==> src/flash_hold_status_pkg.sv <==
// Purpose: shared constants and types for the flash pause and status block
// Assumes: 18-bit array addresses, 8-bit status word
// Notes: register port offsets index 8-bit words
package flash_hold_status_pkg;
   // ---------------------------------------------
   // register port map
   // ---------------------------------------------
   localparam logic [3:0] STATUS_OFFSET = 4'h0;
   localparam logic [3:0] COMMAND_OFFSET = 4'h1;
   localparam int CMD_WRITE_ENABLE_BIT = 0;
   localparam int CMD_WRITE_DISABLE_BIT = 1;
   localparam int STATUS_BUSY_BIT = 0;
   localparam int STATUS_LATCH_BIT = 1;
   localparam int STATUS_BP_LO_BIT = 2;
   localparam int STATUS_BP_HI_BIT = 3;
   localparam int STATUS_AUTO_INC_BIT = 6;
   localparam int STATUS_LOCK_BIT = 7;
   localparam logic [1:0] PROTECT_RESET = 2'h3;
   localparam logic PROTECT_LOCK_RESET = 1'b0;
   localparam logic [1:0] PROTECT_NONE = 2'h0;
   localparam logic [1:0] PROTECT_QUARTER = 2'h1;
   localparam logic [1:0] PROTECT_HALF = 2'h2;
   localparam logic [1:0] QUARTER_TOP = 2'h3;
   // pins at rest {protect, pause, select, data, clock}: all high but data and clock
   localparam logic [4:0] PIN_IDLE = 5'h1C;

   // ---------------------------------------------
   // types
   // ---------------------------------------------
   typedef struct packed {
      logic protectLock;
      logic autoIncrementProgramMode;
      logic [1:0] reserved;
      logic protectLevelHi;
      logic protectLevelLo;
      logic writeEnableLatch;
      logic busy;
   } status_t;

   typedef enum logic [2:0] {
      OP_BYTE_PROGRAM = 3'h0,
      OP_AUTO_INC_PROGRAM = 3'h1,
      OP_SECTOR_ERASE = 3'h2,
      OP_BLOCK_ERASE = 3'h3,
      OP_CHIP_ERASE = 3'h4
   } op_kind_t;

   typedef struct packed {
      op_kind_t kind;
      logic [17:0] addr;
   } op_req_t;

   typedef enum logic [1:0] {
      LINK_IDLE = 2'b00,
      LINK_ACTIVE = 2'b01,
      LINK_PAUSED = 2'b11
   } link_t;

   // protected range check for a program or erase target
   function automatic logic in_protected(input logic [1:0] level, input logic [17:0] addr);
      unique case (level)
         PROTECT_NONE: in_protected = 1'b0;
         PROTECT_QUARTER: in_protected = (addr[17:16] == QUARTER_TOP);
         PROTECT_HALF: in_protected = addr[17];
         default: in_protected = 1'b1;
      endcase
   endfunction : in_protected
endpackage : flash_hold_status_pkg

==> src/flash_hold_and_status_protect.sv <==
// Purpose: serial pause control, write-protect gating and status register of a serial flash
// Assumes: pins are asynchronous to clock and are synchronised here; serial engine and
//          program/erase engine sit outside and use the strobes and grants below
// Notes:
//
// Our own choices: the address-and-strobe port and the register offsets.
`timescale 1ns/10ps
module flash_hold_and_status_protect (
   // clock and reset
   input wire logic clock,
   input wire logic rst_n,
   // serial pins
   input wire logic sckPin,
   input wire logic siPin,
   input wire logic chipSelPinN,
   input wire logic pausePinN,
   input wire logic writeProtectPinN,
   output logic soOut,
   output logic soOe,
   // serial engine side
   input wire logic engineSoData,
   input wire logic engineSoDrive,
   output logic sampleStrobe,
   output logic shiftStrobe,
   output logic siBit,
   output logic paused,
   output logic ifaceReset,
   // register port
   input wire logic [3:0] regAddr,
   input wire logic [7:0] regWdata,
   input wire logic regWr,
   input wire logic regRd,
   output logic [7:0] regRdata,
   // program and erase engine side
   input wire logic opReq,
   input wire flash_hold_status_pkg::op_req_t opInfo,
   input wire logic opDone,
   input wire logic autoIncrementEnd,
   input wire logic autoIncrementTopReached,
   output logic opGrant,
   output logic opRefuse
);

   // ---------------------------------------------
   // pin synchronisers
   // ---------------------------------------------
   logic [4:0] syncA_reg;
   logic [4:0] syncB_reg;
   logic sckPrev_reg;
   logic sckS, siS, csS, pauseS, wpS;

   // two flops per pin, first stage read only by the second
   always_ff @(posedge clock) begin
      if (!rst_n) begin
         syncA_reg <= flash_hold_status_pkg::PIN_IDLE;
         syncB_reg <= flash_hold_status_pkg::PIN_IDLE;
         sckPrev_reg <= 1'b0;
      end else begin
         syncA_reg <= {writeProtectPinN, pausePinN, chipSelPinN, siPin, sckPin};
         syncB_reg <= syncA_reg;
         sckPrev_reg <= syncB_reg[0];
      end
   end

   assign sckS = syncB_reg[0];
   assign siS = syncB_reg[1];
   assign csS = syncB_reg[2];
   assign pauseS = syncB_reg[3];
   assign wpS = syncB_reg[4];

   // ---------------------------------------------
   // pause state machine
   // ---------------------------------------------
   flash_hold_status_pkg::link_t link_reg;
   flash_hold_status_pkg::link_t link_next;

   // pause level is only judged while the serial clock is low
   always_comb begin
      link_next = link_reg;
      unique case (link_reg)
         flash_hold_status_pkg::LINK_IDLE: begin
            if (!csS) begin
               link_next = flash_hold_status_pkg::LINK_ACTIVE;
            end
         end
         flash_hold_status_pkg::LINK_ACTIVE: begin
            if (csS) begin
               link_next = flash_hold_status_pkg::LINK_IDLE;
            end else if (!sckS && !pauseS) begin
               link_next = flash_hold_status_pkg::LINK_PAUSED;
            end
         end
         flash_hold_status_pkg::LINK_PAUSED: begin
            if (csS) begin
               link_next = flash_hold_status_pkg::LINK_IDLE;
            end else if (!sckS && pauseS) begin
               link_next = flash_hold_status_pkg::LINK_ACTIVE;
            end
         end
         default: link_next = flash_hold_status_pkg::LINK_IDLE;
      endcase
   end

   // state register
   always_ff @(posedge clock) begin
      if (!rst_n) begin
         link_reg <= flash_hold_status_pkg::LINK_IDLE;
      end else begin
         link_reg <= link_next;
      end
   end

   // ---------------------------------------------
   // serial strobes and output pin
   // ---------------------------------------------
   logic linkRun;
   assign linkRun = (link_reg == flash_hold_status_pkg::LINK_ACTIVE) &&
                    (link_next == flash_hold_status_pkg::LINK_ACTIVE);

   // edges are passed on only while running, so a pause freezes the engine
   always_ff @(posedge clock) begin
      if (!rst_n) begin
         sampleStrobe <= 1'b0;
         shiftStrobe <= 1'b0;
         siBit <= 1'b0;
         paused <= 1'b0;
         ifaceReset <= 1'b0;
      end else begin
         sampleStrobe <= linkRun && sckS && !sckPrev_reg;
         shiftStrobe <= linkRun && !sckS && sckPrev_reg;
         siBit <= siS;
         paused <= (link_next == flash_hold_status_pkg::LINK_PAUSED);
         ifaceReset <= (link_reg == flash_hold_status_pkg::LINK_PAUSED) && csS;
      end
   end

   // output driver released while paused or deselected
   always_ff @(posedge clock) begin
      if (!rst_n) begin
         soOut <= 1'b0;
         soOe <= 1'b0;
      end else begin
         soOut <= engineSoData;
         soOe <= engineSoDrive && (link_next == flash_hold_status_pkg::LINK_ACTIVE);
      end
   end

   // ---------------------------------------------
   // status register
   // ---------------------------------------------
   // each field is its own flop so that every process owns what it writes
   logic busy_reg;
   logic latch_reg;
   logic levelHi_reg;
   logic levelLo_reg;
   logic lock_reg;
   logic autoInc_reg;
   logic [1:0] level;
   flash_hold_status_pkg::status_t status;
   logic statusWrite, statusAllowed, cmdWrite;
   logic latchSet, latchClear;
   logic reqProtected, reqAllowed;

   // status word assembled from its separately kept fields
   always_comb begin
      status.busy = busy_reg;
      status.writeEnableLatch = latch_reg;
      status.protectLevelLo = levelLo_reg;
      status.protectLevelHi = levelHi_reg;
      status.reserved = 2'h0;
      status.autoIncrementProgramMode = autoInc_reg;
      status.protectLock = lock_reg;
   end

   // protection level as one code for the range checks
   assign level = {levelHi_reg, levelLo_reg};
   assign statusWrite = regWr && (regAddr == flash_hold_status_pkg::STATUS_OFFSET);
   assign cmdWrite = regWr && (regAddr == flash_hold_status_pkg::COMMAND_OFFSET);
   assign statusAllowed = wpS || !lock_reg;
   // chip erase ignores its address and needs the level at none
   assign reqProtected = (opInfo.kind == flash_hold_status_pkg::OP_CHIP_ERASE) ?
                         (level != flash_hold_status_pkg::PROTECT_NONE) :
                         flash_hold_status_pkg::in_protected(level, opInfo.addr);
   // the host is expected to set the latch first; without it the request is refused
   assign reqAllowed = opReq && !busy_reg && latch_reg && !reqProtected;
   // enable command sets the latch when not busy; disable, completions outside auto-increment mode and top reached clear it
   assign latchSet = cmdWrite && regWdata[flash_hold_status_pkg::CMD_WRITE_ENABLE_BIT] && !busy_reg;
   assign latchClear = (cmdWrite && regWdata[flash_hold_status_pkg::CMD_WRITE_DISABLE_BIT]) ||
                       (opDone && !autoInc_reg) || autoIncrementTopReached;

   // protect level and lock, written only through the status write command
   always_ff @(posedge clock) begin
      if (!rst_n) begin
         levelHi_reg <= flash_hold_status_pkg::PROTECT_RESET[1];
         levelLo_reg <= flash_hold_status_pkg::PROTECT_RESET[0];
         lock_reg <= flash_hold_status_pkg::PROTECT_LOCK_RESET;
      end else if (statusWrite && statusAllowed && !busy_reg) begin
         levelHi_reg <= regWdata[flash_hold_status_pkg::STATUS_BP_HI_BIT];
         levelLo_reg <= regWdata[flash_hold_status_pkg::STATUS_BP_LO_BIT];
         lock_reg <= regWdata[flash_hold_status_pkg::STATUS_LOCK_BIT];
      end
   end

   // busy raised on a granted operation, dropped on its completion
   always_ff @(posedge clock) begin
      if (!rst_n) begin
         busy_reg <= 1'b0;
      end else if (reqAllowed) begin
         busy_reg <= 1'b1;
      end else if (opDone) begin
         busy_reg <= 1'b0;
      end
   end

   // latch: a set in the same cycle as a clear wins
   always_ff @(posedge clock) begin
      if (!rst_n) begin
         latch_reg <= 1'b0;
      end else if (latchSet) begin
         latch_reg <= 1'b1;
      end else if (latchClear) begin
         latch_reg <= 1'b0;
      end
   end

   // auto-increment mode flag, byte mode after reset
   always_ff @(posedge clock) begin
      if (!rst_n) begin
         autoInc_reg <= 1'b0;
      end else if (reqAllowed && (opInfo.kind == flash_hold_status_pkg::OP_AUTO_INC_PROGRAM)) begin
         autoInc_reg <= 1'b1;
      end else if (autoIncrementEnd || autoIncrementTopReached) begin
         autoInc_reg <= 1'b0;
      end
   end

   // ---------------------------------------------
   // grants and read data
   // ---------------------------------------------
   // grant or refusal answered one cycle after the request
   always_ff @(posedge clock) begin
      if (!rst_n) begin
         opGrant <= 1'b0;
         opRefuse <= 1'b0;
      end else begin
         opGrant <= reqAllowed;
         opRefuse <= opReq && !reqAllowed;
      end
   end

   // read data in the cycle after the strobe only
   always_ff @(posedge clock) begin
      if (!rst_n) begin
         regRdata <= 8'h00;
      end else if (regRd && (regAddr == flash_hold_status_pkg::STATUS_OFFSET)) begin
         regRdata <= status;
      end else begin
         regRdata <= 8'h00;
      end
   end

endmodule : flash_hold_and_status_protect

==> config.mk <==
export PLATFORM = sky130hd
export DESIGN_NAME = flash_hold_and_status_protect
export DESIGN_NICKNAME = d
export VERILOG_FILES = /design/src/flash_hold_status_pkg.sv /design/src/flash_hold_and_status_protect.sv
export SDC_FILE = /design/constraint.sdc
export NUM_CORES = 1
export LEC_CHECK = 0
export ABC_AREA = 0
export ABC_CLOCK_PERIOD_IN_PS = 1250
export BUFFER_PORTS_ARGS = -buffer_cell sky130_fd_sc_hd__buf_2
export CAP_MARGIN = 10
export CORE_ASPECT_RATIO = 1.75
export CORE_MARGIN = 2
export CORE_UTILIZATION = 42
export DETAILED_ROUTE_END_ITERATION = 12
export PLACE_DENSITY_LB_ADDON = 0.2
export SYNTH_ARGS = -nofsm -noshare
export SYNTH_HDL_FRONTEND = slang
export SYNTH_SLANG_ARGS = --single-unit
==> constraint.sdc <==
create_clock -name clock -period 1.25 [get_ports clock]
set_input_delay 0.125 -clock clock [delete_from_list [all_inputs] [get_ports clock]]
set_output_delay 0.125 -clock clock [all_outputs]
set_load 0.005 [all_outputs]
* After elaboration in Yosys (flattened, before gate mapping) *
Cells that the tools add are included.

word-level totals
  logic and storage cells = 88
  register bits = 36
  input bits = 48
  output and inout bits = 17

operators by class
  multiplexer cells = 14
  equality and inequality tests = 10
  reduce and logical (&&, ||, !) cells = 43

operator list
  operator              count
  $logic_and A1 B1 Y1   23
  $mux W2               5
  $eq A2 B2 Y1 const B  4
  $logic_not A1 Y1      8
  $reduce_bool A2 Y1    4
  $mux W1               7
  $eq A2 B1 Y1 const B  3
  $pmux W2 S3           1
  $eq A4 B1 Y1 const B  1
  $logic_not A2 Y1      2
  $logic_not A4 Y1      1
  $logic_or A1 B1 Y1    4
  $eq A3 B1 Y1 const B  1
  $eq A3 B3 Y1 const B  1
  $pmux W1 S3           1
  $reduce_and A2 Y1     1

* Depth between registers and ports, before layout *
Gate-level depths: netlist of run 1.

  depth in word-level cells = 9
  mapped depth = 4
  mapped depth without buffers = 3

* Least setup slack after synthesis of run 1 *
OpenSTA, ideal clock, no wires.

  path kind = register to register
  start = register syncB_reg[4]
  end = register levelHi_reg
  clock period less this slack = 1.035 ns
  path slack = 0.215 ns
  required time = 1.178 ns
  cell stages (with the launch flop) = 4
  setup time = 0.072 ns
  arrival time = 0.964 ns
  cells stage by stage = dfxtp_1 -> and2b_1 -> nor4b_4 -> mux2i_1

on the way
  word-level cells in the longest chain between the ends = 3

RTL lines
  element                           line                                  text
  start: declaration                flash_hold_and_status_protect.sv:48   logic [4:0] syncB_reg;
  start signal: assignment          flash_hold_and_status_protect.sv:56   syncB_reg <= flash_hold_status_pkg::PIN_IDLE;
  start signal: assignment          flash_hold_and_status_protect.sv:60   syncB_reg <= syncA_reg;
  $logic_or A1 B1 Y1                flash_hold_and_status_protect.sv:179  assign statusAllowed = wpS || !lock_reg;
  $logic_and A1 B1 Y1 (2 in a row)  flash_hold_and_status_protect.sv:197  end else if (statusWrite && statusAllowed && !busy_reg) begin
  end signal: assignment            flash_hold_and_status_protect.sv:194  levelHi_reg <= flash_hold_status_pkg::PROTECT_RESET[1];
  end signal: assignment            flash_hold_and_status_protect.sv:198  levelHi_reg <= regWdata[flash_hold_status_pkg::STATUS_BP_HI_BIT];
  end: declaration                  flash_hold_and_status_protect.sv:154  logic levelHi_reg;

Every way passes these cells.
A chain may end at the register's enable or synchronous reset.

* Worst setup path in the final report of run 1 *
  start = register link_reg[0]
  end = register sampleStrobe

on the way
  word-level cells in the longest chain between the ends = 7
  elaborated cells on any way between the ends = 13
  those cells by class = eq/ne (3); mux (6); reduce/logical (4)

RTL lines
  element                               line                                                                      text
  start: declaration                    flash_hold_and_status_protect.sv:74                                       flash_hold_status_pkg::link_t link_reg;
  start signal: assignment              flash_hold_and_status_protect.sv:107                                      link_reg <= flash_hold_status_pkg::LINK_IDLE;
  start signal: assignment              flash_hold_and_status_protect.sv:109                                      link_reg <= link_next;
  $mux W2, on equally long branches     flash_hold_and_status_protect.sv:96, flash_hold_and_status_protect.sv:89
  $mux W2, on equally long branches     flash_hold_and_status_protect.sv:94, flash_hold_and_status_protect.sv:87
  $pmux W2 S3                           flash_hold_and_status_protect.sv:80                                       unique case (link_reg)
  $eq A2 B1 Y1                          flash_hold_and_status_protect.sv:118                                      (link_next == flash_hold_status_pkg::LINK_ACTIVE);
  $logic_and A1 B1 Y1 (*)               flash_hold_and_status_protect.sv:117                                      assign linkRun = (link_reg == flash_hold_status_pkg::LINK_ACTIVE) &&
  $logic_and A1 B1 Y1 (*) (2 in a row)  flash_hold_and_status_protect.sv:129                                      sampleStrobe <= linkRun && sckS && !sckPrev_reg;
  end signal: assignment                flash_hold_and_status_protect.sv:129
  end: declaration                      flash_hold_and_status_protect.sv:23                                       output logic sampleStrobe,

Every way passes the cells marked *; elsewhere a longest branch is shown, timed or not.

==> results of run 1 <==
## kinds of logic after synthesis
logic type             after synthesis
AO/OA/AOI/OAI                        9
buffers and inverters                6
flip-flops                          34
multiplexers                         3
other                                1
AND/OR/NAND/NOR                     56
## cells in the mapped netlist
library cell,instances,share of area
nor3_1,1,0.0043
nor2b_1,1,0.0054
clkbuf_1,1,0.0032
buf_1,1,0.0032
dfxtp_1,34,0.58
or3_4,1,0.0096
mux2i_1,3,0.026
and2b_1,1,0.0064
or3b_2,1,0.0075
and2_1,13,0.070
o21ai_0,3,0.013
nor4b_4,2,0.041
nand3_1,3,0.013
nand2b_1,7,0.037
o22ai_1,1,0.0054
and4bb_2,1,0.011
nand3b_1,4,0.026
nand2_1,7,0.022
o211a_1,1,0.0086
inv_1,2,0.0064
o311a_1,1,0.0086
a211oi_1,1,0.0064
a21oi_1,2,0.0086
buf_4,2,0.013
nor4_1,2,0.011
nor4b_1,1,0.0075
and3b_1,1,0.0075
and3_2,1,0.0064
conb_1,1,0.0032
nor2_1,9,0.029
## worst max path at each step
stage | from | to | slack, ns | depth (start not counted)
2_1_floorplan | syncB_reg[4]$_SDFF_PN1_ | levelHi_reg$_SDFFE_PN1P_ | 0.21 | 3
5_1_grt | lock_reg$_SDFFE_PN0P_ | lock_reg$_SDFFE_PN0P_ | 0.03 | 3
4_1_cts | link_reg[0]$_SDFF_PN0_ | sampleStrobe$_SDFF_PN0_ | 0.09 | 3
3_3_place_gp | opInfo[18] | autoInc_reg$_SDFFE_PN0P_ | 0.04 | 4
3_5_place_dp | opInfo[18] | autoInc_reg$_SDFFE_PN0P_ | 0.04 | 4
6_report | link_reg[0]$_SDFF_PN0_ | sampleStrobe$_SDFF_PN0_ | 0.10 | 3
## worst max-delay path, cell delays in order (launching register included)
cell and delay [ns]:
dfxtp_1 0.32, inv_1 0.07, or3_4 0.39, nor4b_1 0.27
## metal layers
layer  vias to the layer above  share of wire  track usage
met3                         9          0.069      0.04914
met5                         -              0            0
met2                        28           0.51       0.2435
met1                       372           0.38       0.1210
li1                        463              -            -
met4                         0          0.041       0.1313
## power by group
| group | switching, uW | leakage, uW | internal [uW] | total (uW) |
|---|---|---|---|---|
| logic | 49.5 | 0.000374 | 67.1 | 117 |
| clock network | 358 | 0.0000575 | 555 | 913 |
| registers | 8.16 | 0.000277 | 1110 | 1120 |
## metrics by stage
step	hold WS (ns)	utilization	total power (uW)	setup slack, ns
3_5_place_dp	0.3104	0.5316	1258	0.04351
3_3_place_gp	0.3054	0.5316	1254	0.03929
4_1_cts	0.01722	0.5726	2168	0.09259
5_1_grt	0.01816	0.5726	2232	0.03058
2_1_floorplan	0.2265	-	1194	0.2146
6_report	0.02279	0.5726	2145	0.1039
## area by class of cell
| type | instances | area share |
|---|---|---|
| inverters | 2 | 0.004874 |
| flip-flops and latches | 34 | 0.4419 |
| multi-input cells | 70 | 0.3006 |
| repair buffers | 47 | 0.1592 |
| clock buffers | 8 | 0.07149 |
| well taps | 27 | 0.02193 |
==> impl_metrics.tcl, run 1 <==
set metrics [dict create \
    place_hpwl_mm 1.483 \
    dpl-instance-area_sq_um 1430 \
    core_area_sq_um 2690 \
    fin_tns_setup_ns 0 \
    r2r-end "sampleStrobe$_SDFF_PN0_" \
    dr.pass1.iters 3 \
    die_w_um 43.90 \
    max_freq_mhz 872.6 \
    final-seq-area_sq_um 680.7 \
    cts_resized 0 \
    cts_root_buf "clkbuf_8" \
    grt_max_degree 16 \
    post_cts_buffers 0 \
    cts_sinks 34 \
    cap_violations 0 \
    port_buffers 43 \
    drt_iter0_markers 4 \
    fin_area_sq_um 1540 \
    clock_skew_ns 0.005260 \
    final_common_cell "buf_2" \
    yosys.area_share.adder 0 \
    num_antenna_cells 0 \
    finalNetCount 208 \
    vias_per_cell 4.638 \
    crit_fanout 4 \
    cts_hold_buf 0 \
    grt_pass1_wl_mm 3.236 \
    drc_errors 0 \
    drt_wl_total_mm 1.915 \
    final-max-slew-violation-count 0 \
    powerDensity_nw_per_um2 1393 \
    startpoint_type "flip-flop" \
    cp_data_arrival_time_ns 1.32 \
    end_kind "flip-flop" \
    synth_cells 109 \
    syn_area_sq_um 1170 \
    largest_register_ffs 6 \
    syn_to_final_growth_pct 31.66 \
    final_layout_size_suffix_gt1_frac 0.3789 \
    fillCellCount 251 \
    multi_input_area_sq_um 462.9 \
    grt_pass1_vias 839 \
    wire_per_inst_um 10.19 \
    post-place-cells 180 \
    r2r_slack_ns 0.10 \
    ys_ff_latch 34 \
    min_path_cells 2 \
    r2r_cells 3 \
    fin_cells 188 \
    ir_drop_mv 1.005 \
    num_vias 872 \
    hold_path.startpoint "writeProtectPinN" \
    hold_viol_final 0 \
    synth_xor_area_frac 0 \
    pin_count 65 \
    yosys.area_share.simple 0.3134 \
    synth.yosys.warnings 0 \
    crit_required_ns 1.43 \
    p_leak_uw 0.0007086 \
    fin_crit_ns 1.146 \
    cts_buffers 5 \
    clkTransAtPathRegs_ns 0.07 \
    setup_viol 0 \
    clk_latency_ns 0.28 \
    rows 25 \
    grtUsageTotal 0.1418 \
    status "completed" \
    synth_area_per_cell_sq_um 10.73 \
    synth_compound_area_frac 0.05027 \
    ant_nets 0 \
    synth.distinct_cells 30 \
    reg2reg_from "link_reg[0]$_SDFF_PN0_" \
    yosysSeqAreaShare 0.5818 \
    antenna_found_initial 0 \
    dieArea_sq_um 3240 \
    muxShareOfSynthArea 0.02567 \
    cts_tree "done" \
    initial_core_util 0.4349 \
    htreeDepth 2 \
    min_path_type "primary input to flip-flop" \
    post-route-period-util 0.9168 \
    final_cell_mix "buf_2, dfxtp_1, and2_1, nor2_1, clkbuf_8" \
    synth_top_family_by_area "simple AND/OR/NAND/NOR gates" \
    rsz0062_at_grt "no" \
    cts.path.max_buffers 2 \
    gp_congestion 0.7863 \
    overflow 0 \
    die_y_um 73.82 \
    hold_end "syncA_reg[4]$_SDFF_PN1_" \
    crit_type "flip-flop to flip-flop" \
]
(Power assumes the default switching activity.)
==> run 2, diff against run 1 <==
--- a/config.mk
+++ b/config.mk
@@ -13,6 +13,7 @@
 export CORE_MARGIN = 2
 export CORE_UTILIZATION = 42
 export DETAILED_ROUTE_END_ITERATION = 12
+export GPL_TIMING_DRIVEN = 0
 export PLACE_DENSITY_LB_ADDON = 0.2
 export SYNTH_ARGS = -nofsm -noshare
 export SYNTH_HDL_FRONTEND = slang
==> run 2 against run 1 <==
Net effect:
- setup slack improved by 0.019 ns
- largest cell class unchanged
- final cell count is the same
- global-route usage decreased by 0.078 points
- sequential power about the same
==> impl_metrics.tcl, run 2 (synthesis gave the netlist of run 1 again) <==
set metrics [dict create \
    status "completed" \
    grt_pass1_vias 797 \
    hold_viol_final 0 \
    cts_sinks 34 \
    fin_crit_ns 1.127 \
    place_hpwl_mm 1.568 \
    gp_congestion 0.7485 \
    grt_max_degree 11 \
    rows 25 \
    cts_resized 0 \
    cts_tree "done" \
    final_common_cell "buf_2" \
    core_area_sq_um 2690 \
    largest_register_ffs 6 \
    min_path_cells 2 \
    dieArea_sq_um 3240 \
    p_comb_frac 0.058 \
    die_y_um 73.82 \
    fillCellCount 264 \
    end_kind "flip-flop" \
    max_freq_mhz 887.2 \
    ir_drop_mv 0.8184 \
    post-place-cells 180 \
    cts_hold_buf 0 \
    final_layout_size_suffix_gt1_frac 0.3602 \
    crit_fanout 3 \
    startpoint_type "flip-flop" \
    fin_area_sq_um 1514 \
    clkTransAtPathRegs_ns 0.06 \
    htreeDepth 2 \
    antenna_found_initial 0 \
    cts_root_buf "clkbuf_8" \
    drt_iter0_markers 6 \
    syn_to_final_growth_pct 29.41 \
    p_leak_uw 0.0006922 \
    grt_pass1_wl_mm 3.270 \
    tightest_slew_ns 0.6372 \
    final-max-slew-violation-count 0 \
    ant_nets 0 \
    cp_data_arrival_time_ns 1.33 \
    slew_headroom 0.5713 \
    dpl-instance-area_sq_um 1423 \
    post_cts_buffers 0 \
    final_cell_mix "buf_2, dfxtp_1, and2_1, nor2_1" \
    p_sw_uw 407.4 \
    post-route-period-util 0.9017 \
    seqPwrFrac 0.551 \
    num_vias 888 \
    setup_viol 0 \
    min_path_type "primary input to flip-flop" \
    num_antenna_cells 0 \
    p_int_uw 1618 \
    met2_length_mm 1.086 \
    power.share.clock 0.391 \
    top_layer "met4" \
    r2r_cells 3 \
    wl_met3_um 117 \
    finalNetCount 208 \
    clk_latency_ns 0.27 \
    cts_buffers 5 \
    met1_length_um 768 \
    clock_skew_ns 0.002293 \
    rsz0062_at_grt "no" \
    overflow 0 \
    initial_core_util 0.4349 \
    die_w_um 43.90 \
    cts.path.max_buffers 2 \
    dr.pass1.iters 4 \
    vias_per_cell 4.723 \
    port_buffers 43 \
    wire_per_inst_um 10.65 \
    grtUsageTotal 0.1410 \
    final-seq-area_sq_um 680.7 \
    drc_errors 0 \
    multi_input_area_sq_um 462.9 \
    switching_share 0.2012 \
    crit_required_ns 1.45 \
    cap_violations 0 \
    powerDensity_nw_per_um2 1337 \
    crit_type "flip-flop to flip-flop" \
    fin_cells 188 \
    pin_count 65 \
    drt_wl_total_mm 2.002 \
]
[run 2: cell types whose count changed in the layout (fill, tap and decap cells not counted)]
cell,delta
buf_4,-2
clkbuf_1,+2
clkbuf_8,-2
buf_1,+1
clkinv_2,+1
[run 2: routing by layer]
layer  GRT usage  vias to the layer above
li1            -                      464
met1      0.1323                      397
met2      0.2451                       25
met3     0.05405                        2
met4     0.09091                        0
met5           0                        -
[run 2: final cells by class]
| cell class | count | area share |
|---|---|---|
| flip-flops and latches | 34 | 0.4496 |
| multi-input cells | 70 | 0.3058 |
| repair buffers | 43 | 0.1421 |
| clock buffers | 7 | 0.05702 |
| well taps | 27 | 0.02231 |
| plain buffers | 4 | 0.01488 |
| inverters | 2 | 0.004959 |
| clock inverters | 1 | 0.003306 |
[run 2: final timing paths]
check                           from                        to  slack, ns
max reg2reg    lock_reg$_SDFFE_PN0P_  levelHi_reg$_SDFFE_PN1P_       0.12
min reg2reg  syncA_reg[2]$_SDFF_PN1_   syncB_reg[2]$_SDFF_PN1_       0.40
min                 writeProtectPinN   syncA_reg[4]$_SDFF_PN1_       0.03
max            lock_reg$_SDFFE_PN0P_  levelHi_reg$_SDFFE_PN1P_       0.12
[run 2: worst max-delay path: stages (launching register included)]
cell	delay (ns)
dfxtp_1	0.32
and2b_1	0.18
nor4b_4	0.34
mux2i_1	0.22
[run 2: power by group through the flow]
| stage | combinational (uW) | clock, uW | sequential (uW) |
|---|---|---|---|
| after CTS | 119 | 818 | 1120 |
| after floorplan | 55.1 | 0 | 1140 |
| after detailed placement | 119 | 0 | 1140 |
| final | 118 | 791 | 1120 |
| after global placement | 117 | 0 | 1140 |
| after global routing | 133 | 867 | 1120 |
[run 2: per-stage QoR]
stage	setup TNS, ns	setup slack [ns]	power, uW	hold WS, ns	utilization
2_1_floorplan	0	0.2146	1194	0.2265	-
3_3_place_gp	0	0.009187	1256	0.3073	0.5288
5_1_grt	0	0.001961	2117	0.02208	0.5628
4_1_cts	0	0.1027	2052	0.01950	0.5628
3_5_place_dp	-0.05162	-0.04401	1258	0.3075	0.5288
6_report	0	0.1229	2025	0.02808	0.5628
